**src/logic/clock_ctrl_pkg.sv**
```systemverilog
// Purpose: Shared constants and types of the clock source and gating control.
// Assumes: APB slave with 32-bit data, one aligned word per register.
// Notes:   Clock domains are carried as one-cycle enable pulses on clock.
// ============================================================================
// Package
package clock_ctrl_pkg;

  // ==========================================================================
  // Register offsets
  localparam logic [7:0] OFF_PERIPH_ENABLE   = 8'h10;
  localparam logic [7:0] OFF_PERIPH_DISABLE  = 8'h14;
  localparam logic [7:0] OFF_PERIPH_STATUS   = 8'h18;
  localparam logic [7:0] OFF_MAIN_OSC_CTRL   = 8'h20;
  localparam logic [7:0] OFF_MAIN_CLK_FREQ   = 8'h24;
  localparam logic [7:0] OFF_PLL_CONFIG      = 8'h2C;
  localparam logic [7:0] OFF_MASTER_CLK_CFG  = 8'h30;
  localparam logic [7:0] OFF_PROG_CLK_CFG0   = 8'h40;
  localparam logic [7:0] OFF_PROG_CLK_CFG1   = 8'h44;
  localparam logic [7:0] OFF_PROG_CLK_CFG2   = 8'h48;
  localparam logic [7:0] OFF_CLOCK_STATUS    = 8'h68;

  // ==========================================================================
  // Field positions
  localparam int POS_OSC_ENABLE    = 0;
  localparam int POS_OSC_BYPASS    = 1;
  localparam int POS_OSC_COUNT     = 8;
  localparam int POS_FREQ_VALID    = 16;
  localparam int POS_PLL_REF_DIV   = 0;
  localparam int POS_PLL_SETTLE    = 8;
  localparam int POS_PLL_RANGE     = 14;
  localparam int POS_PLL_MULT      = 16;
  localparam int POS_USB_RATIO     = 28;
  localparam int POS_CLK_SRC       = 0;
  localparam int POS_CLK_RATIO     = 2;
  localparam int POS_SR_OSC_STABLE = 0;
  localparam int POS_SR_PLL_LOCK   = 2;
  localparam int POS_SR_MCK_READY  = 3;
  localparam int POS_SR_PCK_READY  = 8;
  localparam int FIRST_PERIPH_BIT  = 2;

  // ==========================================================================
  // Reset values and counts
  localparam logic [31:0] RST_PLL_CONFIG   = 32'h0000_3F00;
  localparam logic [4:0]  RST_CLK_CFG      = 5'h00;
  localparam int          OSC_COUNT_SCALE  = 8;
  localparam int          FREQ_WINDOW      = 16;
  localparam int          NUM_PROG_CLOCKS  = 3;
  localparam int          NUM_CLK_CHANNELS = 4;

  // ==========================================================================
  // Encodings
  typedef enum logic [1:0] {
    SRC_SLOW     = 2'b00,
    SRC_MAIN     = 2'b01,
    SRC_RESERVED = 2'b10,
    SRC_PLL      = 2'b11
  } clk_src_t;

  localparam logic [2:0] RATIO_RESERVED = 3'b111;

  // ==========================================================================
  // Carriers
  typedef struct packed {
    logic        psel;
    logic        penable;
    logic        pwrite;
    logic [7:0]  paddr;
    logic [31:0] pwdata;
  } apb_req_t;

  typedef struct packed {
    logic        pll_enable;
    logic [10:0] pll_multiplier;
    logic [1:0]  pll_range;
    logic        pll_ref_tick;
  } pll_ctrl_t;

endpackage : clock_ctrl_pkg

```
**src/logic/clock_source_and_gating_control.sv**
```systemverilog
// Purpose: Clock gating, oscillator, PLL and clock selection control.
// Assumes: Slow, main and PLL clocks arrive as enable pulses on clock.
// Notes:   Analog oscillator and PLL are outside; this block steers them.
// ============================================================================
// Overview of operation
// - Writing one to a disable bit stops that peripheral clock; zero no effect.
// - Status shows running peripheral clocks in bits 2..31; bits 0,1 read zero.
// - Oscillator control bit 0 enables the main oscillator; keep bypass zero.
// - Without bypass, stable flag rises only after the programmed start-up time elapsed.
// - Bypass bit routes external clock and sets stable flag at once.
// - Enable and bypass both zero clears the stable flag.
// - Start-up wait is field bits 15:8 times eight slow-clock cycles.
// - Frequency field counts main-clock cycles in 16 slow-clock periods.
// - Frequency valid bit is one only after enable or bypass and a finished count.
// - PLL input divider: 0 no output, 1 pass, 2..255 divide by value.
// - Any PLL write restarts lock: wait settle count slow cycles, then lock.
// - Multiplier zero turns PLL off; else output is input times value+1.
// - USB ratio 00 passes, 01 halves, 10 quarters PLL clock; 11 reserved.
// - Master source: 00 slow, 01 main, 11 PLL; 10 reserved.
// - Master prescaler codes 000..110 divide by 1..64; 111 reserved.
// - Each programmable clock has its own source field, same encoding.
// - Each programmable clock has its own power-of-two prescaler 1..64.
// - Status register shows PLL lock flag.
// - Status register shows a ready flag per programmable clock.
// - Status register shows master clock ready flag.
`timescale 1ns/10ps

module clock_source_and_gating_control
  import clock_ctrl_pkg::*;
(
  // Clock and reset
  input  wire logic                        clock,
  input  wire logic                        rst,
  // Register bus
  input  wire apb_req_t                    apb_req,
  output logic [31:0]                      prdata,
  output logic                             pready,
  output logic                             pslverr,
  // Clock sources as enable pulses
  input  wire logic                        slow_tick,
  input  wire logic                        main_tick,
  input  wire logic                        pll_tick,
  // Oscillator and PLL control
  output logic                             osc_enable,
  output logic                             osc_bypass,
  output pll_ctrl_t                        pll_ctrl,
  // Generated clocks
  output logic                             usb_tick,
  output logic                             master_tick,
  output logic [NUM_PROG_CLOCKS-1:0]       prog_tick,
  output logic [31:0]                      periph_clock_en
);

  // ==========================================================================
  // Helpers
  function automatic logic pick_src(input logic [1:0] src,
                                    input logic       s_slow,
                                    input logic       s_main,
                                    input logic       s_pll);
    logic r;
    r = 1'b0;
    unique case (clk_src_t'(src))
      SRC_SLOW:     r = s_slow;
      SRC_MAIN:     r = s_main;
      SRC_PLL:      r = s_pll;
      SRC_RESERVED: r = 1'b0;
    endcase
    return r;
  endfunction : pick_src

  function automatic logic [5:0] ratio_last(input logic [2:0] ratio);
    logic [6:0] d;
    d = 7'h01 << ratio;
    return 6'(d - 7'h01);
  endfunction : ratio_last

  // ==========================================================================
  // Register bus access
  logic        wr_en;
  logic        setup;
  logic [31:0] wdata;
  logic [7:0]  addr;

  assign setup  = apb_req.psel & ~apb_req.penable;
  assign wr_en  = apb_req.psel & apb_req.penable & apb_req.pwrite;
  assign wdata  = apb_req.pwdata;
  assign addr   = apb_req.paddr;
  assign pready = 1'b1;

  // ==========================================================================
  // Peripheral clock gating
  logic [31:0] periph_on_r;
  logic [31:0] periph_mask;

  assign periph_mask = {{(32-FIRST_PERIPH_BIT){1'b1}},
                        {FIRST_PERIPH_BIT{1'b0}}};

  always_ff @(posedge clock) begin
    if (rst) begin
      periph_on_r <= 32'h0000_0000;
    end else if (wr_en && addr == OFF_PERIPH_ENABLE) begin
      periph_on_r <= periph_on_r | (wdata & periph_mask);
    end else if (wr_en && addr == OFF_PERIPH_DISABLE) begin
      periph_on_r <= periph_on_r & ~(wdata & periph_mask);
    end
  end

  assign periph_clock_en = periph_on_r;

  // ==========================================================================
  // Main oscillator control and start-up
  logic        main_osc_enable_r;
  logic        osc_bypass_a_r;
  logic [7:0]  osc_startup_count_r;
  logic [10:0] startup_left_r;
  logic        main_osc_stable_r;
  logic        osc_mor_wr;
  logic        main_clk;

  assign osc_mor_wr = wr_en && addr == OFF_MAIN_OSC_CTRL;
  assign main_clk   = main_tick & (main_osc_enable_r | osc_bypass_a_r);

  always_ff @(posedge clock) begin
    if (rst) begin
      main_osc_enable_r   <= 1'b0;
      osc_bypass_a_r      <= 1'b0;
      osc_startup_count_r <= 8'h00;
    end else if (osc_mor_wr) begin
      main_osc_enable_r   <= wdata[POS_OSC_ENABLE];
      osc_bypass_a_r      <= wdata[POS_OSC_BYPASS];
      osc_startup_count_r <= wdata[POS_OSC_COUNT +: 8];
    end
  end

  always_ff @(posedge clock) begin
    if (rst) begin
      startup_left_r    <= 11'h000;
      main_osc_stable_r <= 1'b0;
    end else if (osc_mor_wr && wdata[POS_OSC_BYPASS]) begin
      main_osc_stable_r <= 1'b1;
    end else if (osc_mor_wr && !wdata[POS_OSC_ENABLE]) begin
      main_osc_stable_r <= 1'b0;
    end else if (osc_mor_wr && !main_osc_enable_r) begin
      startup_left_r    <= 11'(wdata[POS_OSC_COUNT +: 8] * OSC_COUNT_SCALE);
      main_osc_stable_r <= 1'b0;
    end else if (main_osc_enable_r && !main_osc_stable_r) begin
      if (startup_left_r == 11'h000) begin
        main_osc_stable_r <= 1'b1;
      end else if (slow_tick) begin
        startup_left_r <= startup_left_r - 11'h001;
      end
    end
  end

  assign osc_enable = main_osc_enable_r;
  assign osc_bypass = osc_bypass_a_r;

  // ==========================================================================
  // Main clock frequency measurement
  logic [15:0] main_freq_count_r;
  logic [15:0] freq_acc_r;
  logic [4:0]  window_r;
  logic        measuring_r;
  logic        main_freq_valid_r;
  logic        osc_on;

  assign osc_on = main_osc_enable_r | osc_bypass_a_r;

  always_ff @(posedge clock) begin
    if (rst || !osc_on) begin
      main_freq_count_r <= 16'h0000;
      freq_acc_r        <= 16'h0000;
      window_r          <= 5'h00;
      measuring_r       <= 1'b0;
      main_freq_valid_r <= 1'b0;
    end else if (!measuring_r) begin
      if (main_osc_stable_r && !main_freq_valid_r && slow_tick) begin
        measuring_r <= 1'b1;
        freq_acc_r  <= 16'h0000;
        window_r    <= 5'h00;
      end
    end else begin
      if (main_clk && freq_acc_r != 16'hFFFF) begin
        freq_acc_r <= freq_acc_r + 16'h0001;
      end
      if (slow_tick) begin
        window_r <= window_r + 5'h01;
        if (window_r == 5'(FREQ_WINDOW - 1)) begin
          measuring_r       <= 1'b0;
          main_freq_count_r <= freq_acc_r + 16'(main_clk);
          main_freq_valid_r <= 1'b1;
        end
      end
    end
  end

  // ==========================================================================
  // PLL configuration and lock
  logic [31:0] pll_cfg_r;
  logic [5:0]  settle_left_r;
  logic        pll_lock_r;
  logic [7:0]  ref_cnt_r;
  logic        ref_tick_r;
  logic        pll_clk;
  logic [1:0]  usb_cnt_r;
  logic        usb_tick_r;
  logic [7:0]  ref_div;
  logic [10:0] pll_multiplier;
  logic [1:0]  usb_clock_ratio;

  assign ref_div         = pll_cfg_r[POS_PLL_REF_DIV +: 8];
  assign pll_multiplier  = pll_cfg_r[POS_PLL_MULT +: 11];
  assign usb_clock_ratio = pll_cfg_r[POS_USB_RATIO +: 2];
  assign pll_clk         = pll_tick & (pll_multiplier != 11'h000);

  always_ff @(posedge clock) begin
    if (rst) begin
      pll_cfg_r <= RST_PLL_CONFIG;
    end else if (wr_en && addr == OFF_PLL_CONFIG) begin
      pll_cfg_r <= wdata & 32'h37FF_FFFF;
    end
  end

  always_ff @(posedge clock) begin
    if (rst) begin
      settle_left_r <= RST_PLL_CONFIG[POS_PLL_SETTLE +: 6];
      pll_lock_r    <= 1'b0;
    end else if (wr_en && addr == OFF_PLL_CONFIG) begin
      settle_left_r <= wdata[POS_PLL_SETTLE +: 6];
      pll_lock_r    <= 1'b0;
    end else if (!pll_lock_r) begin
      if (settle_left_r == 6'h00) begin
        pll_lock_r <= 1'b1;
      end else if (slow_tick) begin
        settle_left_r <= settle_left_r - 6'h01;
      end
    end
  end

  always_ff @(posedge clock) begin
    if (rst) begin
      ref_cnt_r  <= 8'h00;
      ref_tick_r <= 1'b0;
    end else begin
      ref_tick_r <= 1'b0;
      if (ref_div == 8'h00) begin
        ref_cnt_r <= 8'h00;
      end else if (main_clk) begin
        if (ref_cnt_r >= ref_div - 8'h01) begin
          ref_cnt_r  <= 8'h00;
          ref_tick_r <= 1'b1;
        end else begin
          ref_cnt_r <= ref_cnt_r + 8'h01;
        end
      end
    end
  end

  always_ff @(posedge clock) begin
    if (rst) begin
      usb_cnt_r  <= 2'b00;
      usb_tick_r <= 1'b0;
    end else begin
      usb_tick_r <= 1'b0;
      if (pll_clk && usb_clock_ratio != 2'b11) begin
        if (usb_cnt_r >= (2'b01 << usb_clock_ratio) - 2'b01 ||
            usb_clock_ratio == 2'b00) begin
          usb_cnt_r  <= 2'b00;
          usb_tick_r <= 1'b1;
        end else begin
          usb_cnt_r <= usb_cnt_r + 2'b01;
        end
      end
    end
  end

  assign usb_tick                = usb_tick_r;
  assign pll_ctrl.pll_enable     = pll_multiplier != 11'h000;
  assign pll_ctrl.pll_multiplier = pll_multiplier;
  assign pll_ctrl.pll_range      = pll_cfg_r[POS_PLL_RANGE +: 2];
  assign pll_ctrl.pll_ref_tick   = ref_tick_r;

  // ==========================================================================
  // Master and programmable clock generators
  logic [4:0] clk_cfg_r [NUM_CLK_CHANNELS];
  logic [4:0] clk_act_r [NUM_CLK_CHANNELS];
  logic [5:0] clk_cnt_r [NUM_CLK_CHANNELS];
  logic       clk_out_r [NUM_CLK_CHANNELS];
  logic       clk_rdy_r [NUM_CLK_CHANNELS];

  genvar ch;
  generate
    for (ch = 0; ch < NUM_CLK_CHANNELS; ch++) begin : g_clk
      localparam logic [7:0] CH_OFF =
        (ch == 0) ? OFF_MASTER_CLK_CFG : 8'(OFF_PROG_CLK_CFG0 + 4 * (ch - 1));
      logic       src_pulse;
      logic [2:0] ratio;

      assign ratio     = clk_act_r[ch][POS_CLK_RATIO +: 3];
      assign src_pulse = pick_src(clk_act_r[ch][POS_CLK_SRC +: 2],
                                  slow_tick, main_clk, pll_clk);

      always_ff @(posedge clock) begin
        if (rst) begin
          clk_cfg_r[ch] <= RST_CLK_CFG;
        end else if (wr_en && addr == CH_OFF) begin
          clk_cfg_r[ch] <= wdata[4:0];
        end
      end

      always_ff @(posedge clock) begin
        if (rst) begin
          clk_act_r[ch] <= RST_CLK_CFG;
          clk_cnt_r[ch] <= 6'h00;
          clk_out_r[ch] <= 1'b0;
          clk_rdy_r[ch] <= (ch == 0);
        end else begin
          clk_out_r[ch] <= 1'b0;
          if (clk_cfg_r[ch] != clk_act_r[ch]) begin
            clk_rdy_r[ch] <= 1'b0;
          end
          if (clk_cfg_r[ch] != clk_act_r[ch] && clk_cnt_r[ch] == 6'h00) begin
            clk_act_r[ch] <= clk_cfg_r[ch];
            clk_rdy_r[ch] <= 1'b1;
          end else if (src_pulse && ratio != RATIO_RESERVED) begin
            if (clk_cnt_r[ch] == ratio_last(ratio)) begin
              clk_cnt_r[ch] <= 6'h00;
              clk_out_r[ch] <= 1'b1;
            end else begin
              clk_cnt_r[ch] <= clk_cnt_r[ch] + 6'h01;
            end
          end
        end
      end
    end
  endgenerate

  assign master_tick = clk_out_r[0];
  assign prog_tick   = {clk_out_r[3], clk_out_r[2], clk_out_r[1]};

  // ==========================================================================
  // Read data and status
  logic [31:0] rd_mux;
  logic        rd_hit;

  always_comb begin
    rd_mux = 32'h0000_0000;
    rd_hit = 1'b1;
    unique case (addr)
      OFF_PERIPH_ENABLE, OFF_PERIPH_DISABLE: rd_mux = 32'h0000_0000;
      OFF_PERIPH_STATUS:  rd_mux = periph_on_r & periph_mask;
      OFF_MAIN_OSC_CTRL: begin
        rd_mux[POS_OSC_ENABLE]     = main_osc_enable_r;
        rd_mux[POS_OSC_BYPASS]     = osc_bypass_a_r;
        rd_mux[POS_OSC_COUNT +: 8] = osc_startup_count_r;
      end
      OFF_MAIN_CLK_FREQ: begin
        rd_mux[15:0]           = main_freq_count_r;
        rd_mux[POS_FREQ_VALID] = main_freq_valid_r;
      end
      OFF_PLL_CONFIG:     rd_mux = pll_cfg_r;
      OFF_MASTER_CLK_CFG: rd_mux[4:0] = clk_cfg_r[0];
      OFF_PROG_CLK_CFG0:  rd_mux[4:0] = clk_cfg_r[1];
      OFF_PROG_CLK_CFG1:  rd_mux[4:0] = clk_cfg_r[2];
      OFF_PROG_CLK_CFG2:  rd_mux[4:0] = clk_cfg_r[3];
      OFF_CLOCK_STATUS: begin
        rd_mux[POS_SR_OSC_STABLE] = main_osc_stable_r;
        rd_mux[POS_SR_PLL_LOCK]   = pll_lock_r;
        rd_mux[POS_SR_MCK_READY]  = clk_rdy_r[0];
        rd_mux[POS_SR_PCK_READY +: 3] =
          {clk_rdy_r[3], clk_rdy_r[2], clk_rdy_r[1]};
      end
      default: rd_hit = 1'b0;
    endcase
  end

  always_ff @(posedge clock) begin
    if (rst) begin
      prdata  <= 32'h0000_0000;
      pslverr <= 1'b0;
    end else if (setup) begin
      prdata  <= apb_req.pwrite ? 32'h0000_0000 : rd_mux;
      pslverr <= ~rd_hit;
    end
  end

endmodule : clock_source_and_gating_control

```
**config.mk**
```make
export PLATFORM = sky130hd
export DESIGN_NAME = clock_source_and_gating_control
export DESIGN_NICKNAME = d
export VERILOG_FILES = /design/src/logic/clock_ctrl_pkg.sv /design/src/logic/clock_source_and_gating_control.sv
export SDC_FILE = /design/constraint.sdc
export NUM_CORES = 1
export LEC_CHECK = 0
export ABC_AREA = 1
export BUFFER_PORTS_ARGS = -buffer_cell sky130_fd_sc_hd__buf_4
export CORE_MARGIN = 4
export CORE_UTILIZATION = 48
export CTS_CLUSTER_DIAMETER = 60
export DETAILED_ROUTE_END_ITERATION = 10
export PLACE_DENSITY = 0.74
export SYNTH_ARGS = -nofsm -noshare
export SYNTH_HDL_FRONTEND = slang
export SYNTH_SLANG_ARGS = --single-unit
```
**constraint.sdc**
```tcl
create_clock -name clock -period 3 [get_ports clock]
set_clock_uncertainty 0.1 [all_clocks]
set_input_delay 0.15 -clock clock [delete_from_list [all_inputs] [get_ports clock]]
set_output_delay 0.15 -clock clock [all_outputs]
set_load 0.01 [all_outputs]
```
==> qor.csv, run 1 <==
stage,metric,value,unit
status,outcome,"finished, final reports clean",
synthesis,syn_avg_cell_area,7.35,µm²
routing,routed_wirelength,37400,µm
cts,h-tree-depth,1,
routing,wl_per_cell,16.4,µm
critical_path,max_stage_delay,0.43,ns
finish,utilization,57.5,%
cts,clockBufferDepth,3,
routing,dr_total_vias,12400,
synthesis,synth_cell_types,41,
cts,root_buffer,clkbuf_16,
routing,wl_met1,15600,µm
finish,layout.nets,2001,
die,dieHeight,173,µm
timing,min_period,2.51,ns
power,p_leak,6.65,nW
cts,cts_resized,0,
critical_path,crit_top_cell,nand2_1,
routing,wl_met2,17200,µm
synthesis,synthCells,1776,
global_route,grt.overflow.total,0,
synthesis,synth-seq-cells,244,
synthesis,yosysTopAreaCellShare,26.8,%
cts,clock_latency,0.55,ns
finish,layout.cells.non_filler,2280,
critical_path,crit_type,reg -> reg,
routing,route.detailed.drc,0,
routing,drt_pass1_iterations,5,
cts,cts_num_sinks,244,
cts,ctsHoldBuffers,39,
critical_path,startpoint_type,register,
place,post-dp-hpwl,26900,µm
die,core_area,0.0269,mm²
global_route,grt_usage,24.1,%
critical_path,crit_chain,"inv_2, nand2_1, nand2_2, inv_2, ha_1, ha_1, nand3_1, nor2_1, nand2_1, inv_1, nand2_1, xor2_1, o21bai_1, inv_1",
power,ir_drop,0.000295,V
routing,dr_wl_met3,2970,µm
critical_path,critPathSlowestCell,dfxtp_1,
synthesis,syn_area,0.0131,mm²
flow_run,maxCapViolations,0,
finish,antenna_cells,0,
finish,area_growth,18.4,%
timing,rsz0062_at_grt,no,
worst_hold_path,min-delay-path-class,in -> reg,
timing,fmax,398,MHz
place,gp_congestion,0.943,
place,dp.cells,2193,
critical_path,cp-end-kind,register,
critical_path,cp_data_arrival_time,2.85,ns
timing,fin_setup_tns,0,ns
cts,cts_tree,yes,
power,power_density,485,mW/mm²
cts,cts_made_buffers,27,
global_route,grt_max_degree,78,
critical_path,path_max_fanout,9,
routing,top_layer,met4,
timing,tightest_slew,0.937,ns
timing,slew_viol_final,0,
critical_path,crit_required,3.34,ns
synthesis,ys_warn_count,0,
synthesis,ys_seq_area_share,42.7,%
cts,clkTransAtPathRegs,0.06,ns
die,die_x,173,µm
timing,setup_viol,0,
synthesis,async_flop_share,0,%
place,io_buffers,132,
synthesis,ys.flop_type,dfxtp_1,
global_route,grt_pass1_wl,60200,µm
synthesis,synth-edff-count,69,
routing,ant_nets,0,
finish,final_area,0.0155,mm²
timing,report.final.hold_viol_count,0,
global_route,antenna_found_initial,0,
die,ios,136,
synthesis,synth_most_common_cell,nand2_1,
die,start_util,48.6,%
die,die-area,0.0299,mm²
routing,post_drt_via_cell_ratio,5.42,
timing,period_share,83.7,%
synthesis,synth_area_leader_cell,dfxtp_1,
global_route,grt_pass1_vias,11800,
synthesis,synth_area_leaders,"dfxtp_1 27%, edfxtp_1 16%, nand2_1 12%",
die,rows,60,
finish,layout-drive-gt1-share,12.4,%
routing,drt_iter0_drc,1145,
timing,relSlewSlack,37.5,%
cts,cts_setup_buffers,0,
synthesis,netlist_top_cells_count,"417 x nand2_1, 214 x nor2_1, 182 x inv_1, 175 x dfxtp_1, 169 x nand3_1",
place,post_dp_cell_area,0.0142,mm²
critical_path,r2r_slack,0.49,ns
## worst max-delay path, delay by kind of cell (launching register included)
family	cells	cell delay, ns
compound gates	1	0.12
xor+xnor	1	0.14
fa+ha+maj	2	0.40
buf+inv	4	0.43
flops	1	0.43
simple gates	6	0.78
## cell usage in the layout (no fill, tap or decap), types with 3 or more instances in the layout
cell	netlist	layout
nand2_1	417	417
nand3b_1	6	6
dlygate4sd3_1	0	39
buf_4	19	149
nand3_1	169	169
nor3_2	2	3
o21bai_1	7	7
a31oi_1	13	13
nand4_1	16	16
xor2_1	59	59
a21oi_1	132	132
xnor2_1	31	31
nor2_4	7	7
clkinv_2	0	6
o211ai_1	13	13
conb_1	2	4
nor2_2	3	6
or2_2	3	3
dfxtp_1	175	175
inv_1	182	182
o21ai_0	88	88
inv_2	15	15
nand2_2	11	11
edfxtp_1	69	69
a211oi_1	3	3
ha_1	33	33
o21ai_1	3	3
nor3_1	16	15
clkbuf_1	28	6
clkbuf_16	0	27
clkbuf_8	0	3
nor2_1	214	211
## worst paths after layout
path / from / to / cells after the start
setup / recovery: osc_enable$_SDFFE_PP0P_ / main_freq_count_r[14]$_SDFFE_PP0P_ / 14
hold / removal: apb_req[32] / register / 7
hold reg to reg: pll_cfg_r[8]$_SDFFE_PP1P_ / pll_cfg_r[8]$_SDFFE_PP1P_ / 2
setup reg to reg: osc_enable$_SDFFE_PP0P_ / main_freq_count_r[14]$_SDFFE_PP0P_ / 14
## final cells by class
cell class | instances | area (µm²)
fill | 2481 | 11400
multi-input combinational | 1261 | 6360
sequential | 244 | 5580
timing repair buffer | 188 | 1510
inverter | 198 | 743
clock buffer | 36 | 739
tap | 341 | 427
clock inverter | 12 | 101
## metrics by stage
step | total power [mW] | hold WS [ns] | setup slack [ns]
after floorplan | 4.11 | 0.181 | 0.824
after global placement | 4.31 | 0.301 | 0.643
after detailed placement | 4.34 | 0.303 | 0.544
after CTS | 7.53 | 0.0642 | 0.514
after global routing | 7.78 | 0.112 | 0.267
final | 7.50 | 0.0797 | 0.488
## kinds of logic after synthesis
family / after synthesis / synth area share [%]
DFF: 244 / 42.7
buffers and inverters: 273 / 8.73
xor gates and xnor gates: 90 / 6.04
other: 2 / 0.0575
and+or+nand+nor: 871 / 28.5
AOI/OAI and AO/OA: 263 / 10.8
adders and majority gates: 33 / 3.16
## routing by layer
metal / vias to the layer above / track usage, %
met2: 517 / 39.6
li1: 6043 / -
met3: 111 / 4.13
met4: 0 / 9.21
met5: - / 0
met1: 5694 / 31.9
## where the power goes
part,switching [mW],internal (mW)
clock network,1.36,1.82
registers,0.111,3.50
logic,0.430,0.278
total,1.90,5.60
No activity file was read; power rests on OpenSTA's default activity.
==> run 2: changes to the inputs <==
clock period = 2.6 ns   (was 3 ns; I/O delays follow)
==> qor.csv, run 2 (synthesis results as in run 1) <==
stage,metric,value,unit
global_route,grt_max_degree,44,
cts,clock_latency,0.54,ns
timing,tightest_slew,0.645,ns
global_route,use_met2,41.3,%
timing,min_period,2.27,ns
worst_hold_path,hold_path_end,pslverr$_SDFFE_PP0P_,
worst_hold_path,hold_depth,6,
critical_path,path_buf_inv,2,
cts,clockBufferDepth,3,
critical_path,path_max_fanout,8,
critical_path,r2r_slack,0.33,ns
timing,fmax,440,MHz
die,dieHeight,173,µm
critical_path,crit_top_cell,nand2_1,
global_route,grt_usage,24.1,%
cts,h-tree-depth,1,
routing,drt_iter0_drc,1165,
power,finalPower,8.60,mW
finish,utilization,57.6,%
routing,dr_total_vias,12300,
timing,whs,0.0632,ns
cts,cts_num_sinks,244,
place,dp.cells,2199,
timing,rsz0062_at_grt,no,
timing,report.final.hold_viol_count,0,
critical_path,cp_data_arrival_time,2.58,ns
worst_hold_path,min-delay-path-class,in -> reg,
die,ios,136,
global_route,grt.overflow.total,0,
finish,final_area,0.0155,mm²
global_route,globalRouteMet3Util,4.11,%
status,outcome,"finished, final reports clean",
global_route,met1_usage,31.4,%
critical_path,crit_type,reg -> reg,
die,die-area,0.0299,mm²
critical_path,cp-startpoint,pll_cfg_r[0]$_SDFFE_PP0P_,
power,power_density,555,mW/mm²
finish,layout.nets,2007,
finish,layout-drive-gt1-share,12.6,%
cts,clkTransAtPathRegs,0.06,ns
critical_path,cp-end-kind,register,
routing,drt_pass1_iterations,6,
critical_path,worstReg2RegStart,pll_cfg_r[0]$_SDFFE_PP0P_,
worst_hold_path,hold_start,apb_req[34],
flow_run,maxCapViolations,0,
finish,layout_commonest_cell,nand2_1,
die,die_x,173,µm
routing,ant_nets,0,
die,core_area,0.0269,mm²
die,rows,60,
critical_path,cp_top_family,simple AND/OR/NAND/NOR gates,
global_route,grt_pass1_vias,11700,
critical_path,rr_endpoint,ref_cnt_r[6]$_SDFFE_PP0P_,
routing,route.detailed.drc,0,
place,post-dp-hpwl,27500,µm
cts,cts_setup_buffers,0,
finish,layout.cells.non_filler,2285,
timing,setup_viol,0,
cts,cts_tree,yes,
critical_path,crit_chain,"inv_1, ha_1, nand3_1, xor2_1, inv_1, ha_1, nand2_1, nor2_1, nand4_1, nand4_1, nand2_1, nand2_1, nor2_1",
place,gp_congestion,0.955,
finish,fillers,2463,
finish,layout_common_cells,"417 x nand2_1, 211 x nor2_1, 182 x inv_1",
routing,wl_per_cell,16.4,µm
place,pre_cts_ws,0.282,ns
global_route,grt_pass1_wl,60100,µm
critical_path,critPathSlowestCell,dfxtp_1,
timing,period_share,87.5,%
critical_path,startpoint_type,register,
global_route,busiest_layer,met2,
cts,cts_made_buffers,27,
place,io_buffers,132,
critical_path,ff2ff_path_depth,13,
timing,layout_setup_ws,0.326,ns
timing,fin_setup_tns,0,ns
finish,antenna_cells,0,
place,post_dp_cell_area,0.0143,mm²
die,start_util,48.6,%
critical_path,max_stage_delay,0.31,ns
routing,routed_wirelength,37400,µm
critical_path,crit_required,2.91,ns
timing,slew_viol_final,0,
routing,post_drt_via_cell_ratio,5.39,
global_route,antenna_found_initial,0,
finish,area_growth,18.7,%
power,p_leak,6.66,nW
cts,root_buffer,clkbuf_16,
power,ir_drop,0.000499,V
timing,relSlewSlack,57.0,%
==> run 2: per-layer routing <==
metal	vias up	wire (µm)
met5	-	0
li1	6035	-
met1	5769	15700
met2	430	17800
met4	0	1230
met3	87	2640
==> run 2: layout make-up <==
cell class	count	area [µm²]	area share, %
clock buffer	40	785	5.06
sequential	244	5580	36.0
tap	341	427	2.75
multi-input combinational	1261	6360	41.0
clock inverter	7	48.8	0.315
timing repair buffer	194	1550	10.0
inverter	198	743	4.80
==> run 2: worst reg2reg max path, stage by stage, from the launching register on <==
cell and delay [ns]:
dfxtp_1 0.31, inv_1 0.14, ha_1 0.23, nand3_1 0.11, xor2_1 0.16, inv_1 0.06, ha_1 0.29, nand2_1 0.05
nor2_1 0.14, nand4_1 0.09, nand4_1 0.12, nand2_1 0.06, nand2_1 0.21, nor2_1 0.08
==> run 2: where the power goes <==
group / leakage, nW / total, mW / switching [mW] / internal (mW)
Sequential: 2.12 / 4.17 / 0.129 / 4.04
Clock: 0.399 / 3.61 / 1.53 / 2.08
Combinational: 4.14 / 0.821 / 0.497 / 0.324
==> run 2: timing repair <==
action,in CTS,in global routing
hold endpoints to repair,113,0
gates resized for setup,0,1
hold buffers,39,0
setup endpoints to repair,0,1
==> run 2: how the worst max path moves through the flow <==
stage	endpoint	slack, ns	cells after the start
global placement	main_freq_count_r[14]$_SDFFE_PP0P_	0.38	14
floorplan	main_freq_count_r[14]$_SDFFE_PP0P_	0.42	14
detailed placement	main_freq_count_r[14]$_SDFFE_PP0P_	0.28	14
CTS	main_freq_count_r[14]$_SDFFE_PP0P_	0.26	14
finish	ref_cnt_r[6]$_SDFFE_PP0P_	0.33	13
global route	main_freq_count_r[14]$_SDFFE_PP0P_	0.05	14
